$ cat src/hdl/scl_pkg.sv
package scl_pkg;

  // ---------------------------------------------------------------
  // Register indices (byte address is four times the index)
  // ---------------------------------------------------------------
  localparam logic [15:0] IDX_STATUS  = 16'h4011;
  localparam logic [15:0] IDX_MASK    = 16'h4019;
  localparam logic [15:0] IDX_KEY     = 16'h4007;
  localparam logic [15:0] IDX_TAG     = 16'h4020;
  localparam logic [15:0] IDX_TIME_HI = 16'h4021;
  localparam logic [15:0] IDX_TIME_LO = 16'h4022;
  localparam logic [15:0] IDX_ALM_HI  = 16'h4023;
  localparam logic [15:0] IDX_ALM_LO  = 16'h4024;
  localparam logic [15:0] IDX_CTRL    = 16'h4025;
  localparam logic [15:0] IDX_TRIM    = 16'h4026;

  // ---------------------------------------------------------------
  // Field positions and reset values
  // ---------------------------------------------------------------
  localparam int          BIT_ALM_EV   = 2;
  localparam int          BIT_PER_EV   = 3;
  localparam int          BIT_VALID    = 15;
  localparam int          BIT_BUSY     = 14;
  localparam int          BIT_ALM_EN   = 10;
  localparam int          PER_LSB      = 4;
  localparam int          TRIM_W       = 10;
  localparam logic [1:0]  MASK_RST     = 2'h3;
  localparam logic [15:0] TAG_RST      = 16'h0000;
  localparam logic [31:0] TIME_RST     = 32'h0000_0000;
  localparam logic [31:0] ALM_RST      = 32'h0000_0000;
  localparam logic [15:0] LFSR_SEED    = 16'hace1;
  // Unlock code value is arbitrary.
  localparam logic [15:0] KEY_UNLOCK   = 16'h5a3c;

  // ---------------------------------------------------------------
  // Timing
  // ---------------------------------------------------------------
  localparam int          CLK_HZ       = 250_000_000;
  localparam int          OSC_HZ       = 32_768;
  localparam int          OSC_DIV      = CLK_HZ / OSC_HZ;
  localparam int          FRAC_BITS    = 6;
  localparam int          ACC_W        = 22;
  localparam int          HOUR_S       = 3600;
  localparam int          WR_LIMIT     = 8;
  localparam logic [2:0]  SYNC_CYC     = 3'h3;

  typedef struct packed {
    logic       alm_en;
    logic [2:0] period;
  } scl_ctrl_t;

endpackage

$ cat src/hdl/scl_rtc.sv
`timescale 1ns/10ps
`default_nettype none
// Operation
// RULE1 - 32-bit seconds counter from 32.768 kHz oscillator, plus one each second.
// RULE2 - Counter always runs, no disable, including backup state.
// RULE3 - Counter readable and writable as halves at 4021h (high) and 4022h (low).
// RULE4 - Both counter halves start at zero after power-up.
// RULE5 - Time-set flag, control bit 15, sets after any counter write.
// RULE6 - Busy flag, control bit 14, high while an update synchronises.
// RULE7 - Software waits for busy low before writing counter or alarm.
// RULE8 - Write tag takes a new random value on each counter write; resets zero.
// RULE9 - At most eight counter updates per hour; extra writes silently dropped.
// RULE10 - Alarm value in halves at 4023h (high) and 4024h (low), reset zero.
// RULE11 - Alarm fires when enable bit 10 set and counter equals alarm.
// RULE12 - Alarm in sleep requests wake; alarm in off requests on.
// RULE13 - Software should disable the alarm while changing its value.
// RULE14 - Trim is 10-bit two's complement <4,6>, top bit weighs -8 Hz.
// RULE15 - Software programs trim with oscillator error; tick compensates it.
// RULE16 - Trim writes ignored unless unlock code written to key register first.
// RULE17 - Alarm event flag, bit 2 of 4011h, sets on rise, write-one clears.
// RULE18 - Mask bits 2 and 3 of 4019h reset to one; zero lets event interrupt.
// RULE19 - Period field bits 6:4: 000 off, else 2 s doubling to 128 s.
// RULE20 - Accepted counter writes tracked in a rolling one-hour window.
// RULE21 - Second tick from oscillator accumulation against trimmed terminal count.
module scl_rtc
  import scl_pkg::*;
#(
  parameter int OSC_DIV_P = OSC_DIV
) (
  // APB slave
  input  wire logic        pclk,
  input  wire logic        presetn,
  input  wire logic        psel,
  input  wire logic        penable,
  input  wire logic        pwrite,
  input  wire logic [17:0] paddr,
  input  wire logic [31:0] pwdata,
  output logic      [31:0] prdata,
  output logic             pready,
  output logic             pslverr,
  // Power sequencer
  input  wire logic        pwr_sleep,
  input  wire logic        pwr_off,
  output logic             wake_req,
  output logic             on_req,
  // Primary clock interrupt
  output logic             clock_irq
);

  function automatic logic hit(input logic [17:0] a, input logic [15:0] idx);
    return a == {idx, 2'b00};
  endfunction

  // ---------------------------------------------------------------
  // Bus decode
  // ---------------------------------------------------------------
  logic        acc_en;
  logic        wr_en;
  logic        mapped;
  logic [15:0] wd;
  assign acc_en  = psel && penable;
  assign wr_en   = acc_en && pwrite;
  assign wd      = pwdata[15:0];
  assign pready  = 1'b1;
  assign mapped  = hit(paddr, IDX_STATUS) || hit(paddr, IDX_MASK) || hit(paddr, IDX_KEY)
                || hit(paddr, IDX_TAG) || hit(paddr, IDX_TIME_HI) || hit(paddr, IDX_TIME_LO)
                || hit(paddr, IDX_ALM_HI) || hit(paddr, IDX_ALM_LO) || hit(paddr, IDX_CTRL)
                || hit(paddr, IDX_TRIM);
  assign pslverr = acc_en && !mapped;

  logic wr_thi;
  logic wr_tlo;
  logic wr_time;
  logic wr_time_acc;
  logic wr_alm;
  logic wr_trim;
  assign wr_thi  = wr_en && hit(paddr, IDX_TIME_HI);
  assign wr_tlo  = wr_en && hit(paddr, IDX_TIME_LO);
  assign wr_time = wr_thi || wr_tlo;
  assign wr_alm  = wr_en && (hit(paddr, IDX_ALM_HI) || hit(paddr, IDX_ALM_LO));
  assign wr_trim = wr_en && hit(paddr, IDX_TRIM);

  // ---------------------------------------------------------------
  // Oscillator enable and trimmed second tick
  // ---------------------------------------------------------------
  logic [12:0]             div_r;
  logic                    osc_tick;
  logic [ACC_W-1:0]        acc_r;
  logic [ACC_W-1:0]        acc_sum;
  logic [ACC_W-1:0]        term;
  logic [TRIM_W-1:0]       trim_r;
  logic                    sec_tick;

  assign osc_tick = (div_r == 13'(OSC_DIV_P - 1));

  always_ff @(posedge pclk or negedge presetn) begin
    if (!presetn) begin
      div_r <= '0;
    end else if (osc_tick) begin
      div_r <= '0;
    end else begin
      div_r <= div_r + 13'h1;
    end
  end

  // The trim is in 1/64 Hz, so the terminal count is scaled by 64 and the
  // fractional part of the correction is spread over successive seconds.
  assign term     = ACC_W'(OSC_HZ << FRAC_BITS) + {{(ACC_W-TRIM_W){trim_r[TRIM_W-1]}}, trim_r}; // RULE14 RULE21
  assign acc_sum  = acc_r + ACC_W'(1 << FRAC_BITS);
  assign sec_tick = osc_tick && (acc_sum >= term);

  always_ff @(posedge pclk or negedge presetn) begin
    if (!presetn) begin
      acc_r <= '0;
    end else if (osc_tick) begin
      acc_r <= sec_tick ? acc_sum - term : acc_sum; // RULE21
    end
  end

  // ---------------------------------------------------------------
  // Hourly write limit
  // ---------------------------------------------------------------
  logic [11:0] win_r [WR_LIMIT];
  logic [WR_LIMIT-1:0] slot_free;
  logic [WR_LIMIT-1:0] slot_take;

  genvar g;
  generate
    for (g = 0; g < WR_LIMIT; g++) begin : g_win
      assign slot_free[g] = (win_r[g] == 12'h0);
      always_ff @(posedge pclk or negedge presetn) begin
        if (!presetn) begin
          win_r[g] <= 12'h0;
        end else if (slot_take[g]) begin
          win_r[g] <= 12'(HOUR_S); // RULE20
        end else if (sec_tick && !slot_free[g]) begin
          win_r[g] <= win_r[g] - 12'h1;
        end
      end
    end
  endgenerate

  // Lowest free slot takes the write; none free means the write is dropped.
  assign slot_take   = wr_time ? (slot_free & (~slot_free + WR_LIMIT'(1))) : '0;
  assign wr_time_acc = wr_time && (slot_free != '0); // RULE9

  // ---------------------------------------------------------------
  // Seconds counter, alarm value, tag
  // ---------------------------------------------------------------
  logic [31:0] cnt_r;
  logic [31:0] alm_r;
  logic [15:0] tag_r;
  logic [15:0] lfsr_r;
  logic        valid_r;

  always_ff @(posedge pclk or negedge presetn) begin
    if (!presetn) begin
      cnt_r <= TIME_RST; // RULE4
    end else if (wr_time_acc && wr_thi) begin
      cnt_r <= {wd, cnt_r[15:0]}; // RULE3
    end else if (wr_time_acc) begin
      cnt_r <= {cnt_r[31:16], wd};
    end else if (sec_tick) begin
      cnt_r <= cnt_r + 32'h1; // RULE1 RULE2
    end
  end

  always_ff @(posedge pclk or negedge presetn) begin
    if (!presetn) begin
      alm_r <= ALM_RST;
    end else if (wr_en && hit(paddr, IDX_ALM_HI)) begin
      alm_r <= {wd, alm_r[15:0]}; // RULE10
    end else if (wr_en && hit(paddr, IDX_ALM_LO)) begin
      alm_r <= {alm_r[31:16], wd};
    end
  end

  // Free-running generator makes the tag unpredictable from software timing.
  always_ff @(posedge pclk or negedge presetn) begin
    if (!presetn) begin
      lfsr_r <= LFSR_SEED;
    end else begin
      lfsr_r <= {lfsr_r[14:0], lfsr_r[15] ^ lfsr_r[13] ^ lfsr_r[12] ^ lfsr_r[10]};
    end
  end

  always_ff @(posedge pclk or negedge presetn) begin
    if (!presetn) begin
      tag_r <= TAG_RST;
    end else if (wr_time_acc) begin
      tag_r <= lfsr_r; // RULE8
    end
  end

  always_ff @(posedge pclk or negedge presetn) begin
    if (!presetn) begin
      valid_r <= 1'b0;
    end else if (wr_time_acc) begin
      valid_r <= 1'b1; // RULE5
    end
  end

  // ---------------------------------------------------------------
  // Synchronisation busy
  // ---------------------------------------------------------------
  logic [2:0] busy_r;
  logic       busy;
  logic       wr_sync;
  assign wr_sync = wr_time_acc || wr_alm;
  assign busy    = (busy_r != 3'h0);

  always_ff @(posedge pclk or negedge presetn) begin
    if (!presetn) begin
      busy_r <= 3'h0;
    end else if (wr_sync) begin
      busy_r <= SYNC_CYC; // RULE6
    end else if (busy) begin
      busy_r <= busy_r - 3'h1;
    end
  end

  // ---------------------------------------------------------------
  // Control, trim and key
  // ---------------------------------------------------------------
  scl_ctrl_t ctrl_r;
  logic      unlock_r;

  always_ff @(posedge pclk or negedge presetn) begin
    if (!presetn) begin
      ctrl_r <= '0;
    end else if (wr_en && hit(paddr, IDX_CTRL)) begin
      ctrl_r.alm_en <= wd[BIT_ALM_EN];
      ctrl_r.period <= wd[PER_LSB+2:PER_LSB];
    end
  end

  always_ff @(posedge pclk or negedge presetn) begin
    if (!presetn) begin
      unlock_r <= 1'b0;
    end else if (wr_en && hit(paddr, IDX_KEY)) begin
      unlock_r <= (wd == KEY_UNLOCK);
    end else if (wr_trim) begin
      unlock_r <= 1'b0;
    end
  end

  always_ff @(posedge pclk or negedge presetn) begin
    if (!presetn) begin
      trim_r <= '0;
    end else if (wr_trim && unlock_r) begin
      trim_r <= wd[TRIM_W-1:0]; // RULE16
    end
  end

  // ---------------------------------------------------------------
  // Alarm, periodic events, flags
  // ---------------------------------------------------------------
  logic        alm_hit;
  logic        alm_hit_r;
  logic        alm_rise;
  logic        per_hit;
  logic [31:0] per_mask;
  logic [1:0]  flag_r;
  logic [1:0]  mask_r;
  logic [1:0]  ev_set;
  logic [1:0]  ev_clr;

  assign alm_hit  = ctrl_r.alm_en && (cnt_r == alm_r); // RULE11
  assign alm_rise = alm_hit && !alm_hit_r;
  assign per_mask = (32'h1 << ctrl_r.period) - 32'h1;
  assign per_hit  = sec_tick && (ctrl_r.period != 3'h0) && (((cnt_r + 32'h1) & per_mask) == '0); // RULE19

  always_ff @(posedge pclk or negedge presetn) begin
    if (!presetn) begin
      alm_hit_r <= 1'b0;
    end else begin
      alm_hit_r <= alm_hit;
    end
  end

  always_ff @(posedge pclk or negedge presetn) begin
    if (!presetn) begin
      wake_req <= 1'b0;
      on_req   <= 1'b0;
    end else begin
      wake_req <= alm_rise && pwr_sleep; // RULE12
      on_req   <= alm_rise && pwr_off;
    end
  end

  assign ev_set = {per_hit, alm_rise};
  assign ev_clr = (wr_en && hit(paddr, IDX_STATUS)) ? {wd[BIT_PER_EV], wd[BIT_ALM_EV]} : 2'h0;

  // A new event in the clearing cycle survives the clear.
  always_ff @(posedge pclk or negedge presetn) begin
    if (!presetn) begin
      flag_r <= 2'h0;
    end else begin
      flag_r <= (flag_r & ~ev_clr) | ev_set; // RULE17
    end
  end

  always_ff @(posedge pclk or negedge presetn) begin
    if (!presetn) begin
      mask_r <= MASK_RST; // RULE18
    end else if (wr_en && hit(paddr, IDX_MASK)) begin
      mask_r <= {wd[BIT_PER_EV], wd[BIT_ALM_EV]};
    end
  end

  assign clock_irq = |(flag_r & ~mask_r); // RULE18

  // ---------------------------------------------------------------
  // Read data
  // ---------------------------------------------------------------
  always_comb begin
    prdata = 32'h0;
    if (hit(paddr, IDX_STATUS) || hit(paddr, IDX_MASK)) begin
      prdata[BIT_ALM_EV] = hit(paddr, IDX_STATUS) ? flag_r[0] : mask_r[0];
      prdata[BIT_PER_EV] = hit(paddr, IDX_STATUS) ? flag_r[1] : mask_r[1];
    end else if (hit(paddr, IDX_TAG)) begin
      prdata[15:0] = tag_r;
    end else if (hit(paddr, IDX_TIME_HI)) begin
      prdata[15:0] = cnt_r[31:16];
    end else if (hit(paddr, IDX_TIME_LO)) begin
      prdata[15:0] = cnt_r[15:0];
    end else if (hit(paddr, IDX_ALM_HI)) begin
      prdata[15:0] = alm_r[31:16];
    end else if (hit(paddr, IDX_ALM_LO)) begin
      prdata[15:0] = alm_r[15:0];
    end else if (hit(paddr, IDX_CTRL)) begin
      prdata[BIT_VALID]              = valid_r;
      prdata[BIT_BUSY]               = busy;
      prdata[BIT_ALM_EN]             = ctrl_r.alm_en;
      prdata[PER_LSB+2:PER_LSB]      = ctrl_r.period;
    end else if (hit(paddr, IDX_TRIM)) begin
      prdata[TRIM_W-1:0] = trim_r;
    end
  end

  // ---------------------------------------------------------------
  // Checks
  // ---------------------------------------------------------------
  a_tick_step: assert property (@(posedge pclk) disable iff (!presetn) // RULE1
    sec_tick && !wr_time_acc |=> cnt_r == $past(cnt_r) + 32'h1) else $error("counter missed a second");
  a_valid_set: assert property (@(posedge pclk) disable iff (!presetn) // RULE5
    wr_time_acc |=> valid_r [*3]) else $error("time-set flag not held");
  a_busy_hold: assert property (@(posedge pclk) disable iff (!presetn) // RULE6
    wr_sync ##1 !wr_sync [*4] |-> $past(busy, 3) && !busy) else $error("busy length wrong");
  a_tag_new: assert property (@(posedge pclk) disable iff (!presetn) // RULE8
    wr_time_acc |=> tag_r == $past(lfsr_r)) else $error("tag not refreshed");
  a_limit_drop: assert property (@(posedge pclk) disable iff (!presetn) // RULE9
    wr_time && slot_free == '0 |=> $stable(tag_r) && cnt_r != $past(wd)) else $error("over-limit write taken");
  a_alarm_off: assert property (@(posedge pclk) disable iff (!presetn) // RULE11
    !ctrl_r.alm_en |-> !alm_rise) else $error("alarm while disabled");
  a_alarm_flag: assert property (@(posedge pclk) disable iff (!presetn) // RULE17
    alm_rise |=> flag_r[0]) else $error("alarm flag not set");
  a_wake_req: assert property (@(posedge pclk) disable iff (!presetn) // RULE12
    alm_rise && pwr_sleep |=> wake_req ##1 !wake_req) else $error("wake request wrong");
  a_trim_lock: assert property (@(posedge pclk) disable iff (!presetn) // RULE16
    wr_trim && !unlock_r |=> $stable(trim_r)) else $error("locked trim changed");
  a_period_off: assert property (@(posedge pclk) disable iff (!presetn) // RULE19
    ctrl_r.period == 3'h0 |=> !flag_r[1] || $past(flag_r[1])) else $error("periodic event while off");

endmodule
`default_nettype wire

$ cat config.mk
export PLATFORM = sky130hd
export DESIGN_NAME = scl_rtc
export DESIGN_NICKNAME = d
export VERILOG_FILES = /design/src/hdl/scl_pkg.sv /design/src/hdl/scl_rtc.sv
export SDC_FILE = /design/constraint.sdc
export NUM_CORES = 1
export LEC_CHECK = 0
export BUFFER_PORTS_ARGS = -buffer_cell sky130_fd_sc_hd__buf_4
export CAP_MARGIN = 20
export CORE_MARGIN = 10
export CORE_UTILIZATION = 55
export CTS_CLUSTER_SIZE = 14
export DETAILED_ROUTE_END_ITERATION = 6
export GPL_ROUTABILITY_DRIVEN = 0
export GPL_TIMING_DRIVEN = 0
export HOLD_SLACK_MARGIN = 0.05
export PLACE_DENSITY_LB_ADDON = 0.1
export SLEW_MARGIN = 20
export SYNTH_ARGS = -nofsm -noshare
export SYNTH_HDL_FRONTEND = slang
export SYNTH_SLANG_ARGS = --single-unit
export TNS_END_PERCENT = 50
$ cat constraint.sdc
create_clock -name pclk -period 5.3 [get_ports pclk]
set_input_delay 0.53 -clock pclk [delete_from_list [all_inputs] [get_ports pclk]]
set_output_delay 0.53 -clock pclk [all_outputs]
set_load 0.01 [all_outputs]
==> results of run 1 <==
[registers in the layout, indices dropped and copies added (netlist names)]
name	count
acc_r	22
tag_r	16
cnt_r	32
busy_r	3
wake_req	1
mask_r	2
trim_r	10
flag_r	2
valid_r	1
win_r	96
alm_r	32
ctrl_r	4
unlock_r	1
alm_hit_r	1
div_r	13
lfsr_r	16
on_req	1
[critical path, stage by stage (launching register included)]
cell and delay, ns:
sky130_fd_sc_hd__dfrtp_1 0.42, sky130_fd_sc_hd__nand3_1 0.24, sky130_fd_sc_hd__nor2_1 0.24, sky130_fd_sc_hd__and3_1 0.29, sky130_fd_sc_hd__and3_1 0.26, sky130_fd_sc_hd__nand3_1 0.11, sky130_fd_sc_hd__xnor2_1 0.23, sky130_fd_sc_hd__ha_1 0.32
sky130_fd_sc_hd__nand2_1 0.17, sky130_fd_sc_hd__nor4_1 0.11, sky130_fd_sc_hd__a311oi_2 0.41, sky130_fd_sc_hd__o21ai_4 0.19, sky130_fd_sc_hd__o21ai_2 0.48, sky130_fd_sc_hd__buf_2 0.42, sky130_fd_sc_hd__buf_2 0.45, sky130_fd_sc_hd__buf_2 0.29
sky130_fd_sc_hd__o21ai_0 0.13
[metrics by stage]
step	setup slack [ns]	area, um^2
final	0.3981	16890
after global routing	0.1175	16890
after CTS	0.3006	16870
after detailed placement	0.3164	15890
after global placement	0.3260	15830
after floorplan	1.684	14970
[report_power, final]
part / switching, mW / internal [mW]
clock: 0.824 / 1.22
sequential: 0.00700 / 1.95
combinational: 0.108 / 0.0609
[Yosys cell counts, types with 16 or more instances]
cell                       instances
sky130_fd_sc_hd__a211oi_1         20
sky130_fd_sc_hd__a21o_1           19
sky130_fd_sc_hd__a21oi_1          67
sky130_fd_sc_hd__a22oi_1          44
sky130_fd_sc_hd__a31oi_1          20
sky130_fd_sc_hd__and3_1           22
sky130_fd_sc_hd__buf_2            21
sky130_fd_sc_hd__buf_4            20
sky130_fd_sc_hd__clkbuf_1         51
sky130_fd_sc_hd__dfrtp_1         243
sky130_fd_sc_hd__ha_1             38
sky130_fd_sc_hd__inv_1            50
sky130_fd_sc_hd__mux2_2           53
sky130_fd_sc_hd__mux2i_1          16
sky130_fd_sc_hd__nand2_1         172
sky130_fd_sc_hd__nand2b_1         21
sky130_fd_sc_hd__nand3_1          78
sky130_fd_sc_hd__nand4_1          24
sky130_fd_sc_hd__nor2_1           98
sky130_fd_sc_hd__nor3_1           48
sky130_fd_sc_hd__nor4_1           35
sky130_fd_sc_hd__o21ai_0          74
sky130_fd_sc_hd__or3_1            22
sky130_fd_sc_hd__or4_1            17
sky130_fd_sc_hd__xnor2_1          74
sky130_fd_sc_hd__xor2_1           55
[layer usage]
metal	wire length, um	global-route usage	vias to the layer above
met1	18810	0.3523	6266
met3	4347	0.06222	90
met4	1092	0.07217	0
met5	0	0	-
li1	-	-	6012
met2	18210	0.3633	559
[worst paths after layout]
kind,depth (start not counted),endpoint
max,16,acc_r[4]
min,2,wake_req
max reg2reg,16,acc_r[4]
min reg2reg,0,lfsr_r[7]
max in group asynchronous,3,lfsr_r[15]
min in group asynchronous,2,win_r[41]
[kinds of logic (layout without fill, tap and decap cells)]
logic type,count (synthesis),in the layout
AND/OR/NAND/NOR,605,605
other,2,17
XOR/XNOR,129,129
adder cells (fa/ha/maj),39,39
buffers and inverters,144,258
multiplexers,69,69
flip-flops,253,253
AO/OA/AOI/OAI,354,354
[what timing repair did]
item	CTS	global route
endpoints found under the hold margin	76	0
resized for setup	0	4
hold buffers	1	0
endpoints found under the setup margin	0	11
[cell type report]
cell class | instances | area [um^2] | share of cell area
inverters | 50 | 187.7 | 0.01111
plain buffers | 94 | 462.9 | 0.02742
flip-flops and latches | 253 | 6344 | 0.3757
clock buffers | 37 | 805.8 | 0.04772
clock inverters | 16 | 165.2 | 0.009781
well taps | 341 | 426.7 | 0.02527
multi-input cells | 1213 | 7986 | 0.4730
repair buffers | 61 | 508.0 | 0.03008
==> flow_summary_export.csv, run 1 <==
group,metric,value,unit
placed_design,place.detailed.instances,2011,
cells_and_area,mostFrequentLayoutCells,"sky130_fd_sc_hd__dfrtp_1 (243), sky130_fd_sc_hd__nand2_1 (172), sky130_fd_sc_hd__nor2_1 (98)",
global_route,grt_start_max_net_pins,96,
worst_setup_path,crit_required,5.71,ns
routing,route.detailed.wl_per_inst,20.56,um
synthesis,yosys.area.top_type,"sky130_fd_sc_hd__dfrtp_1",
cells_and_area,n_fill_cell,2286,
worst_setup_path,critPathKind,"reg2reg",
synthesis,ys_top_cells_by_area,"sky130_fd_sc_hd__dfrtp_1 (41%), sky130_fd_sc_hd__xnor2_1 (4.3%), sky130_fd_sc_hd__nand2_1 (4.3%)",
hold_path,hold_class,"in2reg",
power,powerDensity,246.4,nW/um^2
synthesis,synthDominantCellAreaShare,0.4079,
timing,post-route-min-period,4.902,ns
cells_and_area,fraction_of_layout_instances_using_a_drive_strength_above_1,0.1520,
global_route,global_route.usage.total,0.2475,
cells_and_area,nNetsFinal,1798,
clock_tree,clkSlewWorstSetupHoldPaths,0.06,ns
routing,totalWireLength,42460,um
worst_setup_path,arrival,5.32,ns
worst_setup_path,crit_path_start_kind,"flop",
clock_tree,worstSkewPairLatency,0.56,ns
floorplanning,initial_core_util,0.5563,
timing,layout_worst_path_cycle_share,0.9249,
synthesis,syn-cell-area,14910,um^2
clock_tree,cts.htree.levels,1,
routing,vias_per_cell,6.260,
synthesis,synthAdderAreaFrac,0.03323,
hold_path,hold_start,"pwr_sleep",
global_route,antenna_found_initial,0,
synthesis,ys.flop_type,"sky130_fd_sc_hd__dfrtp_1",
synthesis,post_synth.cell_area_avg,9.348,um^2
floorplanning,floorplan.core_area,26800,um^2
clock_tree,cts.repair_timing.setup_buffer_count,0,
worst_setup_path,timing.critical_path.from,"acc_r[8]",
timing,setup_viol,0,
global_route,grt_pass1_wl,67860,um
timing,skew,0.01870,ns
timing,final_hold_viol_count,0,
timing,timing.hold.ws,0.1853,ns
floorplanning,floorplan.die.width,184.6,um
timing,grt_setup_unrepaired,"false",
cells_and_area,finish.utilization,0.6301,
synthesis,synth_mux_area_frac,0.05077,
clock_tree,clock_sinks,253,
synthesis,ys_warn_count,0,
synthesis,yosys_register_bits,253,
placed_design,numPortBuffers,58,
cells_and_area,num_antenna_cells,0,
run_status,outcome,"finished clean",
synthesis,yosysUniqueCellTypes,84,
synthesis,synth_edf_count,0,
timing,max_freq,204.0,MHz
placed_design,place_hpwl,30520,um
floorplanning,top_level_ports,94,
cells_and_area,stdcell_count,2065,
routing,drc_errors,0,
synthesis,synthXorXnorAreaFrac,0.07578,
synthesis,seq_area_frac_synth,0.4255,
routing,drtIter0Drc,1342,
floorplanning,floorplan.die_area,34090,um^2
worst_setup_path,worst_r2r_startpoint,"acc_r[8]",
clock_tree,root_buffer,"sky130_fd_sc_hd__clkbuf_16",
timing,drv_slew,0,
power,vdd_drop_max,0.0002619,V
cells_and_area,commonest_non_fill_non_tap_cell_in_the_layout,"sky130_fd_sc_hd__dfrtp_1",
synthesis,asyncSetResetFlopFracSynth,1.000,
clock_tree,cts_tree,"done",
flow_run,timing.max_cap.violations,0,
timing,setup_tns,0,ns
power,power_leakage,7.659,nW
timing,worst_slew_pin_slew,1.124,ns
synthesis,synth_simple_gate_area_frac,0.2126,
timing,max_slew_headroom,0.2451,
clock_tree,clockBufferDepth,3,
routing,first_pass_iters,6,
power,fin_total_pwr,4.161,mW
global_route,overflow_left_after_global_routing,0,
worst_setup_path,sort_of_element_at_the_end_of_the_critical_path,"flop",
global_route,grt_pass1_vias,12340,
synthesis,synth_top_family_by_area,"simple AND/OR/NAND/NOR gates",
synthesis,synth_cells,1595,
routing,detailroute.via_count,12930,
worst_setup_path,timing.critical_path.fanout_max,10,
worst_setup_path,worst-r2r-setup-slack,0.40,ns
routing,final_antenna_net_count,0,
clock_tree,number_of_cts_inserted_buffers,29,
floorplanning,rows,60,
floorplanning,fp.dieH,184.6,um
cells_and_area,area.growth.synth_to_final,13.26,%
synthesis,synth_compound_area_frac,0.1581,
(Power assumes the default switching activity.)
==> inputs of run 2 (changes only) <==
Settings changed: CELL_PAD_IN_SITES_DETAIL_PLACEMENT from default to 0, CELL_PAD_IN_SITES_GLOBAL_PLACEMENT from default to 1, CORE_UTILIZATION 55 to 52, GPL_TIMING_DRIVEN 0 to default.
==> run 2 against run 1 <==
- via count shrank 4.2%
- combinational power shrank 10%
- clock power grew 5%
- setup slack gained 0.37 ns
- sequential power is essentially flat
- sequential share of layout area grew 0.45 points
- first-iteration DRC count shrank 6.9%
- non-clock buffer count shrank 70
- cell count shrank 1.7%
- critical endpoint is now cnt_r[23]
==> flow_summary_export.csv, run 2 (synthesis gave the netlist of run 1 again) <==
group,metric,value,unit
global_route,antenna_found_initial,1,
worst_setup_path,path_delay_family,"compound AO/OA/AOI/OAI gates",
cells_and_area,area.growth.synth_to_final,11.92,%
clock_tree,cts.htree.levels,1,
worst_setup_path,worst-r2r-setup-slack,0.77,ns
power,power_leakage,7.526,nW
worst_setup_path,worstPathCellList,"nand3_1 > nor2_1 > and3_1 > and3_1 > nand3_1 > xnor2_1 > ha_1 > nand2_1 > nor4_1 > a311oi_1 > o21ai_4 > o21ai_4 > buf_4 > nor2_2 > a21o_1 > a221o_1",
clock_tree,clock_sinks,253,
floorplanning,initial_core_util,0.5323,
routing,final_antenna_net_count,0,
timing,timing.hold.ws,0.1834,ns
worst_setup_path,arrival,4.98,ns
power,powerDensity,255.1,nW/um^2
cells_and_area,nNetsFinal,1727,
cells_and_area,largest_reg_flops,96,
global_route,grt_start_max_net_pins,107,
timing,max_slew_headroom,0.2593,
worst_setup_path,critPathKind,"reg2reg",
global_route,global_route.usage.total,0.2244,
timing,layout_worst_path_cycle_share,0.8556,
global_route,grt_pass1_vias,11890,
cells_and_area,largest_registers,"win_r (96), alm_r (32), cnt_r (32)",
floorplanning,rows,61,
floorplanning,top_level_ports,94,
routing,vias_per_cell,6.099,
timing,final_hold_viol_count,0,
cells_and_area,registers.top_by_ff_count,"win_r",
clock_tree,number_of_cts_inserted_buffers,28,
placed_design,post_dp_cell_area,15650,um^2
clock_tree,clkSlewWorstSetupHoldPaths,0.07,ns
floorplanning,floorplan.die.width,189.3,um
clock_tree,worstSkewPairLatency,0.56,ns
power,fin_total_pwr,4.257,mW
worst_setup_path,crit_path_start_kind,"flop",
worst_setup_path,crit_required,5.75,ns
routing,first_pass_iters,5,
clock_tree,postCtsResizedCells,0,
cells_and_area,mostFrequentLayoutCells,"sky130_fd_sc_hd__dfrtp_1 (243), sky130_fd_sc_hd__nand2_1 (172), sky130_fd_sc_hd__nor2_1 (97)",
timing,skew,0.02211,ns
placed_design,place_hpwl,28690,um
routing,route.detailed.wl_per_inst,20.33,um
timing,worst_slew_pin_slew,1.110,ns
worst_setup_path,slowest_delay,0.49,ns
worst_setup_path,timing.critical_path.fanout_max,15,
cells_and_area,fraction_of_layout_instances_using_a_drive_strength_above_1,0.1471,
worst_setup_path,path_buf_inv,1,
cells_and_area,n_fill_cell,2516,
timing,setup_viol,0,
clock_tree,clockBufferDepth,3,
timing,grt_setup_unrepaired,"false",
placed_design,numPortBuffers,60,
floorplanning,floorplan.die_area,35840,um^2
worst_setup_path,sort_of_element_at_the_end_of_the_critical_path,"flop",
hold_path,hold_class,"in2reg",
cells_and_area,commonest_non_fill_non_tap_cell_in_the_layout,"sky130_fd_sc_hd__dfrtp_1",
floorplanning,floorplan.core_area,28010,um^2
flow_run,timing.max_cap.violations,0,
power,vdd_drop_max,0.0002902,V
clock_tree,root_buffer,"sky130_fd_sc_hd__clkbuf_16",
timing,post-route-min-period,4.535,ns
floorplanning,fp.dieH,189.3,um
timing,drv_slew,0,
routing,totalWireLength,41270,um
global_route,grt_pass1_wl,65750,um
timing,setup_tns,0,ns
global_route,overflow_left_after_global_routing,0,
routing,detailroute.via_count,12380,
worst_setup_path,critical_path.slowest_cell,"sky130_fd_sc_hd__o21ai_4",
routing,drc_errors,0,
cells_and_area,num_antenna_cells,0,
cells_and_area,post-route-cell-area,16690,um^2
clock_tree,cts_tree,"done",
run_status,outcome,"finished clean",
routing,drtIter0Drc,1249,
timing,max_freq,220.5,MHz
==> run 2: cell types whose count changed in the layout (fill, tap and decap cells not counted), moves of 2 or more <==
cell / change
sky130_fd_sc_hd__bufinv_16: +2
sky130_fd_sc_hd__buf_4: +5
sky130_fd_sc_hd__clkinv_2: -5
sky130_fd_sc_hd__buf_16: -2
sky130_fd_sc_hd__buf_2: -21
sky130_fd_sc_hd__clkbuf_1: -51
==> run 2: metal layers <==
layer | wire length [um] | vias to the layer above | GRT usage
li1 | - | 5868 | -
met1 | 18990 | 6017 | 0.3276
met2 | 17340 | 422 | 0.3223
met3 | 4122 | 72 | 0.06284
met4 | 809 | 2 | 0.04823
met5 | 7 | - | 0
==> run 2: worst paths after layout <==
check,from,endpoint,depth (start not counted)
max in group asynchronous,presetn,busy_r[1],3
min in group asynchronous,presetn,win_r[7],2
hold reg to reg,lfsr_r[5],lfsr_r[6],0
hold / removal,pwr_off,on_req,2
setup reg to reg,acc_r[8],cnt_r[23],16
setup / recovery,acc_r[8],cnt_r[23],16
==> run 2: where the power goes <==
| group | internal (mW) | switching [mW] |
|---|---|---|
| Sequential | 1.94 | 0.00682 |
| Combinational | 0.0507 | 0.102 |
| Clock | 1.32 | 0.830 |
==> run 2: cell type report <==
cell class / instances / area [um^2] / area share
multi-input cells: 1213 / 7996 / 0.4792
flip-flops and latches: 253 / 6344 / 0.3802
clock buffers: 37 / 815.8 / 0.04889
repair buffers: 85 / 660.6 / 0.03959
well taps: 378 / 473.0 / 0.02834
clock inverters: 14 / 209.0 / 0.01252
inverters: 50 / 187.7 / 0.01125
==> run 2: repair_timing <==
action	4_1_cts	5_1_grt
hold buffers	1	0
endpoints found under the hold margin	34	0
buffers inserted	0	0
==> run 2: through the flow <==
step	cells	utilization	setup slack (ns)
global placement	1978	0.5588	0.7970
detailed placement	1978	0.5588	0.7740
floorplan	1610	-	1.684
global route	2030	0.5957	0.4426
finish	2030	0.5957	0.7651
CTS	2030	0.5957	0.7676
==> inputs of run 3 (changes only) <==
Settings changed: CELL_PAD_IN_SITES_DETAIL_PLACEMENT 0 to 1, CORE_UTILIZATION 52 to 48.
Clock period 5.3 ns to 4.7 ns, I/O delays scaled along.
==> run 3 against run 2 <==
- setup slack got worse by 0.47 ns
- count of clock-buffer cells in the layout increased by 4
- cell count increased by 2.0%
- hold slack worse by 0.060 ns
- routed wire length up 13%
- critical path depth unchanged
- critical endpoint is now win_r[63]
- largest cell class unchanged
- highest routed layer is now met4
==> flow_summary_export.csv, run 3 (synthesis gave the netlist of run 1 again) <==
group,metric,value,unit
run_status,outcome,"finished clean",
cells_and_area,largest_registers,"win_r (96), alm_r (32), cnt_r (32)",
placed_design,post_dp_cell_area,15820,um^2
placed_design,place_hpwl,33400,um
routing,vias_per_cell,6.216,
global_route,antenna_found_initial,0,
routing,first_pass_iters,7,
floorplanning,floorplan.die.width,196.2,um
cells_and_area,n_fill_cell,3504,
timing,worst_slew_pin_slew,1.090,ns
cells_and_area,nNetsFinal,1748,
global_route,overflow_left_after_global_routing,0,
cells_and_area,layout.area.seq,6344,um^2
timing,setup_viol,0,
worst_setup_path,crit_path_start_kind,"flop",
cells_and_area,post-route-cell-area,16910,um^2
hold_path,hold_class,"in2reg",
clock_tree,clockBufferDepth,3,
floorplanning,initial_core_util,0.4874,
power,power_leakage,7.638,nW
cells_and_area,multiInputGateArea,8013,um^2
global_route,grt_pass1_vias,13350,
floorplanning,floorplan.die_area,38510,um^2
timing,drv_slew,0,
worst_setup_path,sort_of_element_at_the_end_of_the_critical_path,"flop",
cells_and_area,commonest_non_fill_non_tap_cell_in_the_layout,"sky130_fd_sc_hd__dfrtp_1",
timing,layout_worst_path_cycle_share,0.9362,
floorplanning,floorplan.core_area,30590,um^2
global_route,global_route.usage.total,0.2405,
timing,setup_tns,0,ns
cells_and_area,mostFrequentLayoutCells,"sky130_fd_sc_hd__dfrtp_1 (243), sky130_fd_sc_hd__nand2_1 (172), sky130_fd_sc_hd__buf_4 (100)",
timing,max_slew_headroom,0.2719,
cells_and_area,num_antenna_cells,0,
flow_run,timing.max_cap.violations,0,
floorplanning,rows,64,
cells_and_area,fraction_of_layout_instances_using_a_drive_strength_above_1,0.1565,
routing,final_antenna_net_count,0,
timing,skew,0.01011,ns
timing,final_hold_viol_count,0,
power,vdd_drop_max,0.0002702,V
clock_tree,number_of_cts_inserted_buffers,29,
cells_and_area,registers.top_by_ff_count,"win_r",
clock_tree,clock_sinks,253,
worst_setup_path,timing.critical_path.fanout_max,16,
cells_and_area,area.growth.synth_to_final,13.39,%
power,powerDensity,287.1,nW/um^2
clock_tree,root_buffer,"sky130_fd_sc_hd__clkbuf_16",
routing,drtIter0Drc,979,
clock_tree,clkSlewWorstSetupHoldPaths,0.07,ns
timing,max_freq,227.3,MHz
routing,route.detailed.wl_per_inst,22.61,um
global_route,grt_start_max_net_pins,94,
worst_setup_path,crit_required,5.14,ns
clock_tree,cts.htree.levels,1,
cells_and_area,largest_reg_flops,96,
clock_tree,worstSkewPairLatency,0.56,ns
worst_setup_path,worst_r2r_startpoint,"acc_r[8]",
timing,post-route-min-period,4.400,ns
routing,drc_errors,0,
global_route,grt_pass1_wl,75820,um
placed_design,dpl_worst_slack,0.2428,ns
power,fin_total_pwr,4.853,mW
worst_setup_path,critPathKind,"reg2reg",
routing,totalWireLength,46810,um
timing,grt_setup_unrepaired,"false",
routing,detailroute.via_count,12870,
timing,setup_ws,0.2997,ns
worst_setup_path,timing.critical_path.from,"acc_r[8]",
worst_setup_path,arrival,4.84,ns
floorplanning,top_level_ports,94,
cells_and_area,finish.utilization,0.5526,
floorplanning,fp.dieH,196.2,um
placed_design,numPortBuffers,60,
hold_path,hold_start,"pwr_off",
clock_tree,cts_tree,"done",
==> run 3: final timing paths <==
check	cells after the start	to	slack (ns)
min	2	on_req	0.12
max reg2reg	16	win_r[63]	0.30
min in group asynchronous	2	win_r[40]	0.53
max in group asynchronous	3	lfsr_r[5]	3.11
min reg2reg	0	lfsr_r[7]	0.37
max	16	win_r[63]	0.30
==> run 3: where the power goes <==
part | switching [mW] | leakage [nW] | internal [mW]
Clock | 0.971 | 0.496 | 1.50
Sequential | 0.00771 | 3.24 | 2.19
Combinational | 0.121 | 3.90 | 0.0581
Total | 1.10 | 7.64 | 3.75
==> run 3: repair_timing <==
item,in CTS,in global routing
endpoints found under the setup margin,0,18
setup buffers,0,2
hold buffers,1,0
resized for setup,0,3
endpoints found under the hold margin,87,0
==> run 3: worst max-delay path, cell delays in order, from the launching register on <==
cell and delay, ns:
sky130_fd_sc_hd__dfrtp_1 0.43, sky130_fd_sc_hd__nand3_1 0.16, sky130_fd_sc_hd__nor2_1 0.21, sky130_fd_sc_hd__and3_1 0.28
sky130_fd_sc_hd__and3_1 0.32, sky130_fd_sc_hd__nand3_1 0.13, sky130_fd_sc_hd__xnor2_1 0.17, sky130_fd_sc_hd__ha_1 0.36
sky130_fd_sc_hd__nand2_1 0.15, sky130_fd_sc_hd__nor4_1 0.37, sky130_fd_sc_hd__a311oi_1 0.22, sky130_fd_sc_hd__o21a_1 0.27
sky130_fd_sc_hd__a21oi_4 0.32, sky130_fd_sc_hd__buf_12 0.21, sky130_fd_sc_hd__nand2b_1 0.09, sky130_fd_sc_hd__or4_1 0.43
sky130_fd_sc_hd__xnor2_1 0.15
==> run 3: area by class of cell <==
type	instances	share of cell area
Multi-Input combinational cell	1213	0.4740
Inverter	50	0.01110
Timing Repair Buffer	105	0.04944
Clock buffer	41	0.04915
Clock inverter	12	0.01177
Sequential cell	253	0.3752
Tap cell	396	0.02931
==> run 3: through the flow <==
| step | hold WS, ns | instances |
|---|---|---|
| after CTS | 0.1121 | 2068 |
| after global placement | 0.3598 | 2014 |
| after detailed placement | 0.3599 | 2014 |
| final | 0.1233 | 2070 |
| after global routing | 0.1245 | 2070 |
| after floorplan | 0.1744 | 1610 |
==> run 3: layer usage <==
| metal | global-route usage | routed length [um] | vias to the layer above |
|---|---|---|---|
| li1 | - | - | 5889 |
| met1 | 0.3444 | 21700 | 6544 |
| met2 | 0.3644 | 20770 | 365 |
| met3 | 0.05115 | 3395 | 70 |
| met4 | 0.05175 | 946 | 0 |
| met5 | 0 | 0 | - |
